## src/hdl/spi_restart_defs.svh

```systemverilog
// Offsets, fields, reset values and timing counts of the serial port and restart control
`ifndef SPI_RESTART_DEFS_SVH
`define SPI_RESTART_DEFS_SVH
`define REG_DATA 4'h0
`define REG_PRIMARY 4'h1
`define REG_BIAS 4'h2
`define REG_DIGITAL 4'h3
`define REG_SEQUENCER 4'h7
`define REG_TIMER 4'h8
`define REG_RSVD_B 4'hB
`define REG_RSVD_C 4'hC
`define REG_LOCK 4'hD
`define REG_CFG_CRC_HI 4'hE
`define REG_CFG_CRC_LO 4'hF
`define FLD_BIAS_HI 7
`define FLD_BIAS_LO 6
`define FLD_START_PULSE_EN 1
`define FLD_CRC_COM_EN 0
`define FLD_SEQ_EN 7
`define UNLOCK_KEY 8'hA5
`define LOCK_RESET 8'hA5
`define REG_RESET 8'h00
`define CRC_INIT 16'h0000
`define CRC_POLY 16'h8005
`define CMD_FAST 2'h0
`define CMD_STATIC_RD 2'h1
`define CMD_INC_WR 2'h2
`define CMD_INC_RD 2'h3
`define FAST_START 4'hA
`define FAST_STANDBY 4'hB
`define FAST_ADC_OFF 4'hC
`define FAST_FULL_OFF 4'hD
`define FAST_FULL_RESET 4'hE
`define RESYNC_MIN_CYC 16'd2
`define RESYNC_MAX_CYC 16'd4
`define ADC_SETUP_CYC 16'd256
`endif

```

## src/hdl/spi_restart_pkg.sv

```systemverilog
// Types of the serial command port and restart control
package spi_restart_pkg;
    typedef struct packed {
        logic cs_n;
        logic sck;
        logic sdi;
    } spi_pins_t;
    typedef struct packed {
        logic sdo;
        logic sdo_oe;
    } spi_drive_t;
    typedef struct packed {
        logic conv_abort;
        logic div_reset;
        logic conv_start;
        logic scan_restart;
        logic start_pulse;
        logic fast_start;
        logic fast_standby;
        logic fast_adc_off;
    } conv_ctl_t;
    typedef enum logic [2:0] {PH_CMD, PH_WR, PH_RD, PH_CRC_HI, PH_CRC_LO, PH_IGNORE} phase_t;
    typedef enum logic [1:0] {RS_IDLE, RS_WAIT, RS_SETUP} rs_t;
    typedef struct packed {
        logic cs_s1, cs_s2, cs_q;
        logic sck_s1, sck_s2, sck_q;
        logic sdi_s1, sdi_s2;
        phase_t phase;
        logic got_rise;
        logic rd_static;
        logic [2:0] bitcnt;
        logic [7:0] shin;
        logic [7:0] shout;
        logic [3:0] addr;
        logic [15:0] crc_tx;
        logic [15:0][7:0] regs;
        logic [15:0] cfg_acc;
        logic [15:0] cfg_crc;
        logic [3:0] cfg_idx;
        logic cfg_valid;
        logic cfg_err;
        logic por_flag;
        rs_t rs;
        logic [15:0] cnt;
        logic delayed;
        logic whole_scan;
        logic single_ch;
        spi_drive_t drv;
        conv_ctl_t ctl;
    } state_t;
endpackage
```

## src/hdl/spi_restart_ctrl.sv

```systemverilog
// Serial command port with write lock, CRC protection and conversion restart control
`timescale 1ns/1ps
`include "spi_restart_defs.svh"
// Contract
// Delayed write aborts, waits two clocks, then setup
// Delayed group: primary top, clocks, bias, reserved
// Unchanged clock/bias rewrite restarts without setup
// Scan mode: restart only current conversion
// Setup delay applies even in standby
// Restart resets divider phases, aligns to clock
// Start pulse when restarted conversion begins
// Resynchronisation wait may stretch to four clocks
// Single-channel: sequencer writes restart only entering scan
// Scan running: sequencer write restarts, timer not
// Scan gap: timer write restarts, sequencer not
// Modes 0,0 and 1,1; out falling, in rising
// Serial logic reset at power-on, own timing
// Chip select high: output off, inputs ignored
// Host changes mode only with chip select high
// Writes ignored unless lock key equals A5; the lock register itself is still written while locked
// Reads end with CRC-16 when enabled
// Locked: background register CRC, flag on change
// Command byte first, then data or nothing
// Status byte shifts out during command byte
// Command: id 7:6, address 5:2, type 1:0
// Id mismatch ignores command, output stays off
// Fast codes A to E; others ignored
// Types: static read, incremental write, incremental read
// Status: 0,0, id, inverted id LSB, flags
// Write events pass a synchroniser first
module spi_restart_ctrl import spi_restart_pkg::*; #(
    parameter logic [1:0] CHIP_ID = 2'h1 // Arbitrary value
) (
    input wire logic sys_clk,
    input wire logic rst_n,
    input spi_pins_t pins,
    input wire logic clock_aligned,
    input wire logic scan_in_gap,
    input wire logic data_ready_flag,
    output spi_drive_t drv,
    output conv_ctl_t ctl,
    output logic single_channel_mode,
    output logic start_pulse_enable,
    output logic config_checksum_error_flag,
    output logic [7:0] primary_settings_reg,
    output logic [1:0] bias_current_scale
);
    state_t s, next_s;

    function automatic logic [15:0] crc_byte(input logic [15:0] c, input logic [7:0] d);
        logic [15:0] r;
        r = c ^ {d, 8'h00};
        for (int i = 0; i < 8; i++) begin
            r = r[15] ? ((r << 1) ^ `CRC_POLY) : (r << 1);
        end
        return r;
    endfunction

    function automatic logic [7:0] reg_read(input state_t st, input logic [3:0] a);
        case (a)
            `REG_DATA: reg_read = 8'h00;
            `REG_CFG_CRC_HI: reg_read = st.cfg_crc[15:8];
            `REG_CFG_CRC_LO: reg_read = st.cfg_crc[7:0];
            default: reg_read = st.regs[a];
        endcase
    endfunction

    function automatic logic [15:0][7:0] reg_defaults();
        logic [15:0][7:0] r;
        r = {16{`REG_RESET}};
        r[`REG_LOCK] = `LOCK_RESET;
        return r;
    endfunction

    logic rise, fall, byte_done, id_bad, wr_ok, scan_on, locked;
    logic ev, ev_delay, ev_scan;
    logic [7:0] rx, old;
    logic [15:0] crc_n;

    always_comb begin
        next_s = s;
        ev = 1'b0;
        ev_delay = 1'b0;
        ev_scan = 1'b0;
        rx = {s.shin[6:0], s.sdi_s2};
        old = s.regs[s.addr];
        crc_n = s.crc_tx;
        next_s.ctl = '0;
        // Pins pass two flip-flops before any edge logic looks at them
        next_s.cs_s1 = pins.cs_n;
        next_s.cs_s2 = s.cs_s1;
        next_s.sck_s1 = pins.sck;
        next_s.sck_s2 = s.sck_s1;
        next_s.sdi_s1 = pins.sdi;
        next_s.sdi_s2 = s.sdi_s1;
        next_s.cs_q = s.cs_s2;
        next_s.sck_q = s.sck_s2;
        rise = s.sck_s2 & ~s.sck_q;
        fall = ~s.sck_s2 & s.sck_q;
        byte_done = rise && (s.bitcnt == 3'd7);
        id_bad = rise && (s.phase == PH_CMD) && (s.bitcnt == 3'd1) && ({s.shin[0], s.sdi_s2} != CHIP_ID);
        locked = (s.regs[`REG_LOCK] != `UNLOCK_KEY);
        wr_ok = (!locked || s.addr == `REG_LOCK) && s.addr != `REG_DATA && s.addr < `REG_CFG_CRC_HI;
        scan_on = s.regs[`REG_SEQUENCER][`FLD_SEQ_EN];
        if (s.cs_s2) begin
            // Deselected: output off and serial state cleared
            next_s.phase = PH_CMD;
            next_s.bitcnt = 3'd0;
            next_s.got_rise = 1'b0;
            next_s.drv = '0;
        end else if (s.cs_q) begin
            next_s.drv = '{sdo: 1'b0, sdo_oe: 1'b1};
            next_s.shout = {2'b00, CHIP_ID, ~CHIP_ID[0], data_ready_flag, s.cfg_err, s.por_flag} << 1;
        end else begin
            if (rise) begin
                // Input bits are taken on the rising edge
                next_s.shin = rx;
                next_s.bitcnt = s.bitcnt + 3'd1;
                next_s.got_rise = 1'b1;
            end
            if (id_bad) begin
                next_s.phase = PH_IGNORE;
                next_s.drv.sdo_oe = 1'b0;
            end
            if (byte_done) begin
                case (s.phase)
                    PH_CMD: begin
                        next_s.addr = rx[5:2];
                        next_s.crc_tx = `CRC_INIT;
                        next_s.rd_static = (rx[1:0] == `CMD_STATIC_RD);
                        case (rx[1:0])
                            `CMD_FAST: begin
                                next_s.phase = PH_IGNORE;
                                next_s.drv.sdo_oe = 1'b0;
                                case (rx[5:2])
                                    `FAST_START: next_s.ctl.fast_start = 1'b1;
                                    `FAST_STANDBY: next_s.ctl.fast_standby = 1'b1;
                                    `FAST_ADC_OFF: next_s.ctl.fast_adc_off = 1'b1;
                                    `FAST_FULL_OFF: next_s.regs[`REG_PRIMARY] = 8'h00;
                                    `FAST_FULL_RESET: begin
                                        next_s.regs = reg_defaults();
                                        next_s.por_flag = 1'b1;
                                    end
                                    default: ;
                                endcase
                            end
                            `CMD_INC_WR: next_s.phase = PH_WR;
                            default: begin
                                next_s.phase = PH_RD;
                                next_s.shout = reg_read(s, rx[5:2]);
                                next_s.crc_tx = crc_byte(`CRC_INIT, reg_read(s, rx[5:2]));
                            end
                        endcase
                    end
                    PH_WR: begin
                        next_s.addr = s.addr + 4'd1;
                        if (wr_ok) begin
                            next_s.regs[s.addr] = rx;
                            case (s.addr)
                                `REG_PRIMARY, `REG_RSVD_B, `REG_RSVD_C: begin
                                    ev = 1'b1;
                                    ev_delay = 1'b1;
                                end
                                `REG_BIAS: begin
                                    ev = 1'b1;
                                    ev_delay = (rx[`FLD_BIAS_HI:`FLD_BIAS_LO] != old[`FLD_BIAS_HI:`FLD_BIAS_LO]);
                                end
                                `REG_SEQUENCER: begin
                                    // Entering scan or writing it mid-cycle restarts the whole sequence
                                    ev = scan_on ? !scan_in_gap : rx[`FLD_SEQ_EN];
                                    ev_scan = ev;
                                end
                                `REG_TIMER: begin
                                    ev = scan_on && scan_in_gap;
                                    ev_scan = ev;
                                end
                                default: ;
                            endcase
                        end
                    end
                    PH_RD: begin
                        if (s.regs[`REG_DIGITAL][`FLD_CRC_COM_EN] && (s.rd_static || s.addr == 4'hF)) begin
                            next_s.phase = PH_CRC_HI;
                            next_s.shout = s.crc_tx[15:8];
                        end else begin
                            next_s.addr = s.rd_static ? s.addr : s.addr + 4'd1;
                            next_s.shout = reg_read(s, next_s.addr);
                            next_s.crc_tx = crc_byte(s.crc_tx, reg_read(s, next_s.addr));
                        end
                    end
                    PH_CRC_HI: begin
                        next_s.phase = PH_CRC_LO;
                        next_s.shout = s.crc_tx[7:0];
                    end
                    PH_CRC_LO: begin
                        next_s.phase = PH_IGNORE;
                        next_s.drv.sdo_oe = 1'b0;
                    end
                    default: ;
                endcase
            end
            if (fall && s.got_rise && !id_bad && s.phase != PH_IGNORE) begin
                // Output bits change on the falling edge
                next_s.drv.sdo = s.shout[7];
                next_s.shout = s.shout << 1;
            end
        end
        // Background configuration checksum while locked
        if (locked) begin
            crc_n = crc_byte(s.cfg_acc, (s.cfg_idx == `REG_DATA || s.cfg_idx >= `REG_CFG_CRC_HI) ? 8'h00 : s.regs[s.cfg_idx]);
            next_s.cfg_idx = s.cfg_idx + 4'd1;
            next_s.cfg_acc = crc_n;
            if (s.cfg_idx == 4'hF) begin
                next_s.cfg_acc = `CRC_INIT;
                next_s.cfg_crc = crc_n;
                next_s.cfg_valid = 1'b1;
                if (s.cfg_valid && crc_n != s.cfg_crc) begin
                    next_s.cfg_err = 1'b1;
                end
            end
        end else begin
            next_s.cfg_idx = 4'h0;
            next_s.cfg_acc = `CRC_INIT;
            next_s.cfg_valid = 1'b0;
        end
        // Restart sequencing
        case (s.rs)
            RS_WAIT: begin
                next_s.cnt = s.cnt + 16'd1;
                if (s.cnt >= `RESYNC_MIN_CYC - 16'd1 && (clock_aligned || s.cnt >= `RESYNC_MAX_CYC - 16'd1)) begin
                    next_s.cnt = 16'd0;
                    next_s.rs = s.delayed ? RS_SETUP : RS_IDLE;
                    next_s.ctl.conv_start = !s.delayed;
                    next_s.ctl.scan_restart = !s.delayed && s.whole_scan;
                    next_s.ctl.start_pulse = !s.delayed && s.regs[`REG_DIGITAL][`FLD_START_PULSE_EN];
                end
            end
            RS_SETUP: begin
                next_s.cnt = s.cnt + 16'd1;
                if (s.cnt == `ADC_SETUP_CYC - 16'd1) begin
                    next_s.rs = RS_IDLE;
                    next_s.ctl.conv_start = 1'b1;
                    next_s.ctl.scan_restart = s.whole_scan;
                    next_s.ctl.start_pulse = s.regs[`REG_DIGITAL][`FLD_START_PULSE_EN];
                end
            end
            default: next_s.rs = RS_IDLE;
        endcase
        if (ev) begin
            next_s.rs = RS_WAIT;
            next_s.cnt = 16'd0;
            next_s.ctl.conv_abort = 1'b1;
            next_s.ctl.div_reset = 1'b1;
            next_s.delayed = ev_delay;
            next_s.whole_scan = ev_scan;
        end
        // Mode flag kept in its own flop so the output has no gate after the register
        next_s.single_ch = ~next_s.regs[`REG_SEQUENCER][`FLD_SEQ_EN];
    end

    always_ff @(posedge sys_clk) begin
        if (!rst_n) begin
            // Whole serial port held in reset during power-on reset
            s <= '0;
            s.cs_s1 <= 1'b1;
            s.cs_s2 <= 1'b1;
            s.cs_q <= 1'b1;
            s.regs <= reg_defaults();
            s.rs <= RS_IDLE;
            s.phase <= PH_CMD;
            s.single_ch <= 1'b1;
        end else begin
            s <= next_s;
        end
    end

    assign drv = s.drv;
    assign ctl = s.ctl;
    assign single_channel_mode = s.single_ch;
    assign start_pulse_enable = s.regs[`REG_DIGITAL][`FLD_START_PULSE_EN];
    assign config_checksum_error_flag = s.cfg_err;
    assign primary_settings_reg = s.regs[`REG_PRIMARY];
    assign bias_current_scale = s.regs[`REG_BIAS][`FLD_BIAS_HI:`FLD_BIAS_LO];
endmodule // spi_restart_ctrl

```

## config.mk

```make
export PLATFORM = sky130hd
export DESIGN_NAME = spi_restart_ctrl
export DESIGN_NICKNAME = d
export VERILOG_FILES = /design/src/hdl/spi_restart_pkg.sv /design/src/hdl/spi_restart_ctrl.sv
export VERILOG_INCLUDE_DIRS = /design/src /design/src/hdl
export SDC_FILE = /design/constraint.sdc
export NUM_CORES = 1
export LEC_CHECK = 0
export BUFFER_PORTS_ARGS = -buffer_cell sky130_fd_sc_hd__buf_2
export CAP_MARGIN = 15
export CORE_AREA = 2 2 158 160
export DETAILED_ROUTE_END_ITERATION = 10
export DIE_AREA = 0 0 160 162
export PLACE_DENSITY = 0.82
export SETUP_SLACK_MARGIN = 0.05
export SYNTH_ARGS = -nofsm -noshare
export SYNTH_HDL_FRONTEND = slang
export SYNTH_SLANG_ARGS = --single-unit
```

## constraint.sdc

```tcl
create_clock -name sys_clk -period 9.9 [get_ports sys_clk]
set_input_delay 1.98 -clock sys_clk [delete_from_list [all_inputs] [get_ports sys_clk]]
set_output_delay 1.98 -clock sys_clk [all_outputs]
set_load 0.005 [all_outputs]
```

Word-level counts from Yosys, hierarchy flattened
Index checks and enable logic that the tools add are counted.
Widths: inputs -> output; s select.
{ "word_totals": {"register_bits": 250, "in_bits": 8, "output_inout_bits": 23, "elab_cells": 316} }
{ "op_classes": {"add_sub_neg": 4, "n_lt_le_gt_ge": 9, "eq_ne": 43, "mux": 108, "n_bitwise": 38, "reduce_logical": 59} }
{ "op_table": {"columns": ["cell", "count"], "rows": [
  ["$mux 16", 25],
  ["$mux 128", 2],
  ["$pmux 128 s2", 1],
  ["$mux 8", 21],
  ["$mux 156", 1],
  ["$bmux 8 s4", 4],
  ["$bwmux 128", 1],
  ["$mux 64", 2],
  ["$mux 112", 1],
  ["$not 3->3", 24],
  ["$pmux 8 s3", 3],
  ["$pmux 16 s2", 2],
  ["$eq 4x4->1 const B", 14],
  ["$demux 8 s4", 1],
  ["$xor 16x16->16", 2],
  ["$mux 1", 23],
  ["$lt 4x5->1 const B", 4],
  ["$mux 20", 1],
  ["$mux 19", 1],
  ["$mux 18", 1],
  ["$add 16x1->16 const B", 1],
  ["$eq 16x8->1 const B", 1],
  ["$ge 16x1->1 const B", 1],
  ["$ge 16x2->1 const B", 1],
  ["other kinds (51)", 123]
]} }

Depth between registers and ports, before layout
{ "depth": {"depth_word": 33, "depth_mapped": 18} }

Least setup slack after synthesis
Ideal clock, no wire load.
{ "synth_timing": {"kind": "register to register", "from": "reg s[214] in the netlist's numbering", "to": "reg s[213] in the netlist's numbering", "setup_ns": 0.126, "arrival_time_ns": 3.966, "required_time_ns": 9.774, "setup_slack_ns": 5.808, "path_stages_with_launch": 17, "path_buffers": 5, "cell_sequence": "dfxtp_1 > buf_2 > buf_2 > inv_2 > ha_1 > buf_2 > or3b_1 > buf_2 > or3_4 > and3_1 > buf_2 > a31oi_4 > xnor3_1 > xnor3_1 > xnor2_1 > and4b_1 > nor3_1"} }
{ "synth_between": {"elab_chain_cells": 22} }
{ "synth_rtl": {"columns": ["element", "line_no", "text"], "rows": [
  ["start: declaration", "spi_restart_ctrl.sv:48", "state_t s, next_s;"],
  ["start signal: assignment", "spi_restart_ctrl.sv:273", "s <= next_s;"],
  ["$add 4x1->4", "spi_restart_ctrl.sv:186", "next_s.addr = s.rd_static ? s.addr : s.addr + 4'd1;"],
  ["$mux 4", "spi_restart_ctrl.sv:186", null],
  ["$bmux 8 s4", "spi_restart_ctrl.sv:64", "default: reg_read = st.regs[a];"],
  ["$mux 8 (implied by the code)", "spi_restart_ctrl.sv:64", null],
  ["$pmux 8 s3", "spi_restart_ctrl.sv:60", "case (a)"],
  ["$mux 8", "spi_restart_ctrl.sv:182", "if (s.regs[`REG_DIGITAL][`FLD_CRC_COM_EN] && (s.rd_static || s.addr == 4'hF)) begin"],
  ["$mux 8", "spi_restart_ctrl.sv:126", "case (s.phase)"],
  ["$mux 8", "spi_restart_ctrl.sv:125", "if (byte_done) begin"],
  ["$mux 8", "spi_restart_ctrl.sv:111", "end else if (s.cs_q) begin"],
  ["$mux 8", "spi_restart_ctrl.sv:105", "if (s.cs_s2) begin"],
  ["$xor 16x16->16", "spi_restart_ctrl.sv:52", "r = c ^ {d, 8'h00};"],
  ["$mux 16 / $not 3->3 (equally long branches) (6 in a row)", null, null],
  ["$not 3->3 (no line) / $mux 16 (equally long branches)", null, null],
  ["$mux 16 (2 in a row)", "spi_restart_ctrl.sv:54", "r = r[15] ? ((r << 1) ^ `CRC_POLY) : (r << 1);"],
  ["$mux 20", "spi_restart_ctrl.sv:182", null],
  ["$pmux 16 s2", "spi_restart_ctrl.sv:126", null]
]} }
Parallel ways exist; a longest one is shown, timed or not. The select of a mux whose other input is x is not followed.
A chain may end at the register's enable or synchronous reset.

Final worst setup path
Ends and elaborated chain as after synthesis.

==> run summary <==
status: complete, no violations
clock sink total: 248
clk_lat worst skew: 0.55 ns
Filler cells: 1939
register area share after synthesis: 32.2%
Via density: 6.93
Yosys warnings: 0
Worst R2R Path Depth: 13
gpl congestion: 1.05
Post-Syn Area per Cell: 8.74 um2
DRT Wirelength: 50.1 mm
Clock Path Buffers: 3
hold buffer count at cts: 0
Mapped Cells: 1763
crit path time final: 5.30 ns
FP Rows: 57
setup TNS: 0 ns
hold crit path type: reg -> reg
count leader, synth: dfxtp_1
Slew Viols, Final: 0
placed cells: 1980
Area Growth Syn to Fin: 5.67%
global-route total usage across every layer: 38.0%
number of DRC markers in iteration 0: 2003
worst setup margin: 4.60 ns
Die Span Y: 162 um
Worst VDD drop: 0.000174 V
initial core utilization: 64.0%
CP Data Required Time: 10.32 ns
largest net degree at the start of global routing: 112
Via Count: 14100
Ant. Diodes: 0
Core Box Area: 0.0241 mm2
vias in the first global route: 13000
final hold viol count: 0
Setup Skew: 0.0214 ns
Setup CP Type: reg -> reg
hpwl dp: 34.8 mm
Post-CTS Repair Setup Buffers: 0
Worst EP arrival: 5.72 ns
PortBufs: 30
finished layout cell area: 0.0163 mm2
Worst Path Max Fanout: 46
Pre-Repair DR Iteration Count: 6
most frequent cells after synthesis: 248 x dfxtp_1, 244 x nor2_1, 150 x nand2_1
gr ovfl total: 0
CTS clock-pin slew for the worst setup and hold paths: 0.06 ns
cell taking the most area after synthesis: dfxtp_1
max reg flops: 213
async set-reset flop share out of synthesis: 0%
leak pwr: 0.00550 uW
RSZ-0062 raised after global routing: no
hold path cells: 1
residual DRC count: 0
synth unique cells: 91
routed len/inst: 24.7 um
initial antenna violation count: 0
Synth top area share: 32.2%
share of layout cells above drive strength 1: 12.6%
Root Driver: clkbuf_16
Post-DRT Antenna Nets: 0
Die Wd: 160 um
Power Density: 126 mW/mm2
Synth Net Count: 1786
CTS buffer count: 27
Startpoint Class: flip-flop
EDFF count, synth: 0
full die area: 0.0259 mm2
H-tree depth: 1
final period utilization: 53.5%
dpl cell area: 0.0154 mm2
Ports: 31
first-pass GRT wire length: 77.2 mm
relative slew slack: 20.3%
CTS tree: yes
Power Total: 2050 uW
Resize count post-CTS: 0
Yosys reg bits: 248
nets@finish: 1708
final non-filler cell total: 2029
Slew @ Worst Pin: 1.19 ns
f_max: 189 MHz
post-synthesis cell area: 0.0154 mm2
CP endpoint kind: flip-flop
top post-synthesis cells by area: dfxtp_1 32%, mux2i_1 9.3%, mux4_2 9.3%
Finish-stage setup viols: 0
DP Worst Slack: 4.74 ns
max-capacitance violation count: 0
ys flop type: dfxtp_1
[worst max-delay path, stage by stage (launching register included)]
cell      delay, ns
dfxtp_1        0.30
buf_4          0.42
inv_2          0.22
ha_1           0.81
or3_1          0.48
and2_1         0.60
o22ai_1        0.15
o311ai_0       0.55
a31oi_4        0.19
xnor3_1        0.43
xnor3_1        0.45
xnor2_1        0.29
and4b_1        0.23
nor3_1         0.05
[final cells by class]
class	count	area, um2	area share, %
multi-input cells	1330	9600	58.9
flip-flops and latches	248	4970	30.5
clock buffers	37	803	4.93
well taps	324	405	2.49
repair buffers	51	308	1.89
clock inverters	12	108	0.661
inverters	27	101	0.622
[report_power, final]
group / internal, uW / total (uW) / leakage [uW] / switching (uW)
sequential: 1000 / 1000 / 0.00200 / 1.21
clock: 594 / 1020 / 0.000446 / 425
combinational: 4.75 / 25.6 / 0.00305 / 20.9
total: 1600 / 2050 / 0.00550 / 447
[cells in the final DEF (no fill, tap or decap), types with 7 or more instances in the layout]
cell | Yosys | routed
buf_4 | 25 | 21
nor2_1 | 244 | 244
nand4_1 | 16 | 16
nor3_1 | 40 | 40
ha_1 | 15 | 15
nor4_1 | 25 | 25
a22oi_1 | 18 | 18
xnor2_1 | 62 | 62
and2_1 | 27 | 27
dfxtp_1 | 248 | 245
nand3_1 | 25 | 25
o22ai_1 | 35 | 35
a221oi_1 | 14 | 14
nand2b_1 | 16 | 16
mux2i_1 | 144 | 144
buf_2 | 34 | 30
a211oi_1 | 11 | 11
inv_1 | 21 | 21
clkbuf_8 | 0 | 9
and3_1 | 21 | 21
o22a_1 | 7 | 7
mux4_2 | 64 | 64
or3_1 | 13 | 13
mux2_2 | 11 | 11
xor2_1 | 31 | 31
a21oi_1 | 115 | 115
o221ai_1 | 9 | 9
nor2b_1 | 12 | 12
clkbuf_16 | 0 | 27
a31oi_1 | 11 | 11
o21ai_0 | 71 | 71
nand2_1 | 150 | 150
[metal layers]
metal	track usage (%)	vias to the layer above	wire, um
li1	-	6202	-
met1	51.8	6769	20200
met2	58.8	910	21800
met3	5.59	172	4890
met4	20.8	0	3160
met5	0	-	0
[per-stage QoR]
| stage | utilization, % | hold WS [ns] |
|---|---|---|
| after floorplan | - | 0.386 |
| after global placement | 63.8 | 0.396 |
| after detailed placement | 63.8 | 0.420 |
| after CTS | 67.6 | 0.434 |
| after global routing | 67.6 | 0.448 |
| final | 67.6 | 0.428 |
[cells by family (layout without fill, tap and decap cells)]
kind of cell               Yosys count  in the layout  share of synthesized area (%)
muxes                              221            221                           19.7
adders and majority gates           15             15                           1.22
and+or+nand+nor                    629            629                           19.3
xor gates and xnor gates           103            103                           6.62
buffers and inverters              185            127                           5.66
DFF                                248            248                           32.2
AOI/OAI and AO/OA                  362            362                           15.2
[path summary, 6_finish.rpt]
check | endpoint | slack (ns) | startpoint
setup / recovery | s[213] | 4.60 | s[214]
hold / removal | next_s[247] | 0.43 | next_s[248]
setup reg to reg | s[213] | 4.60 | s[214]
hold reg to reg | next_s[247] | 0.43 | next_s[248]
(Power assumes the default switching activity.)
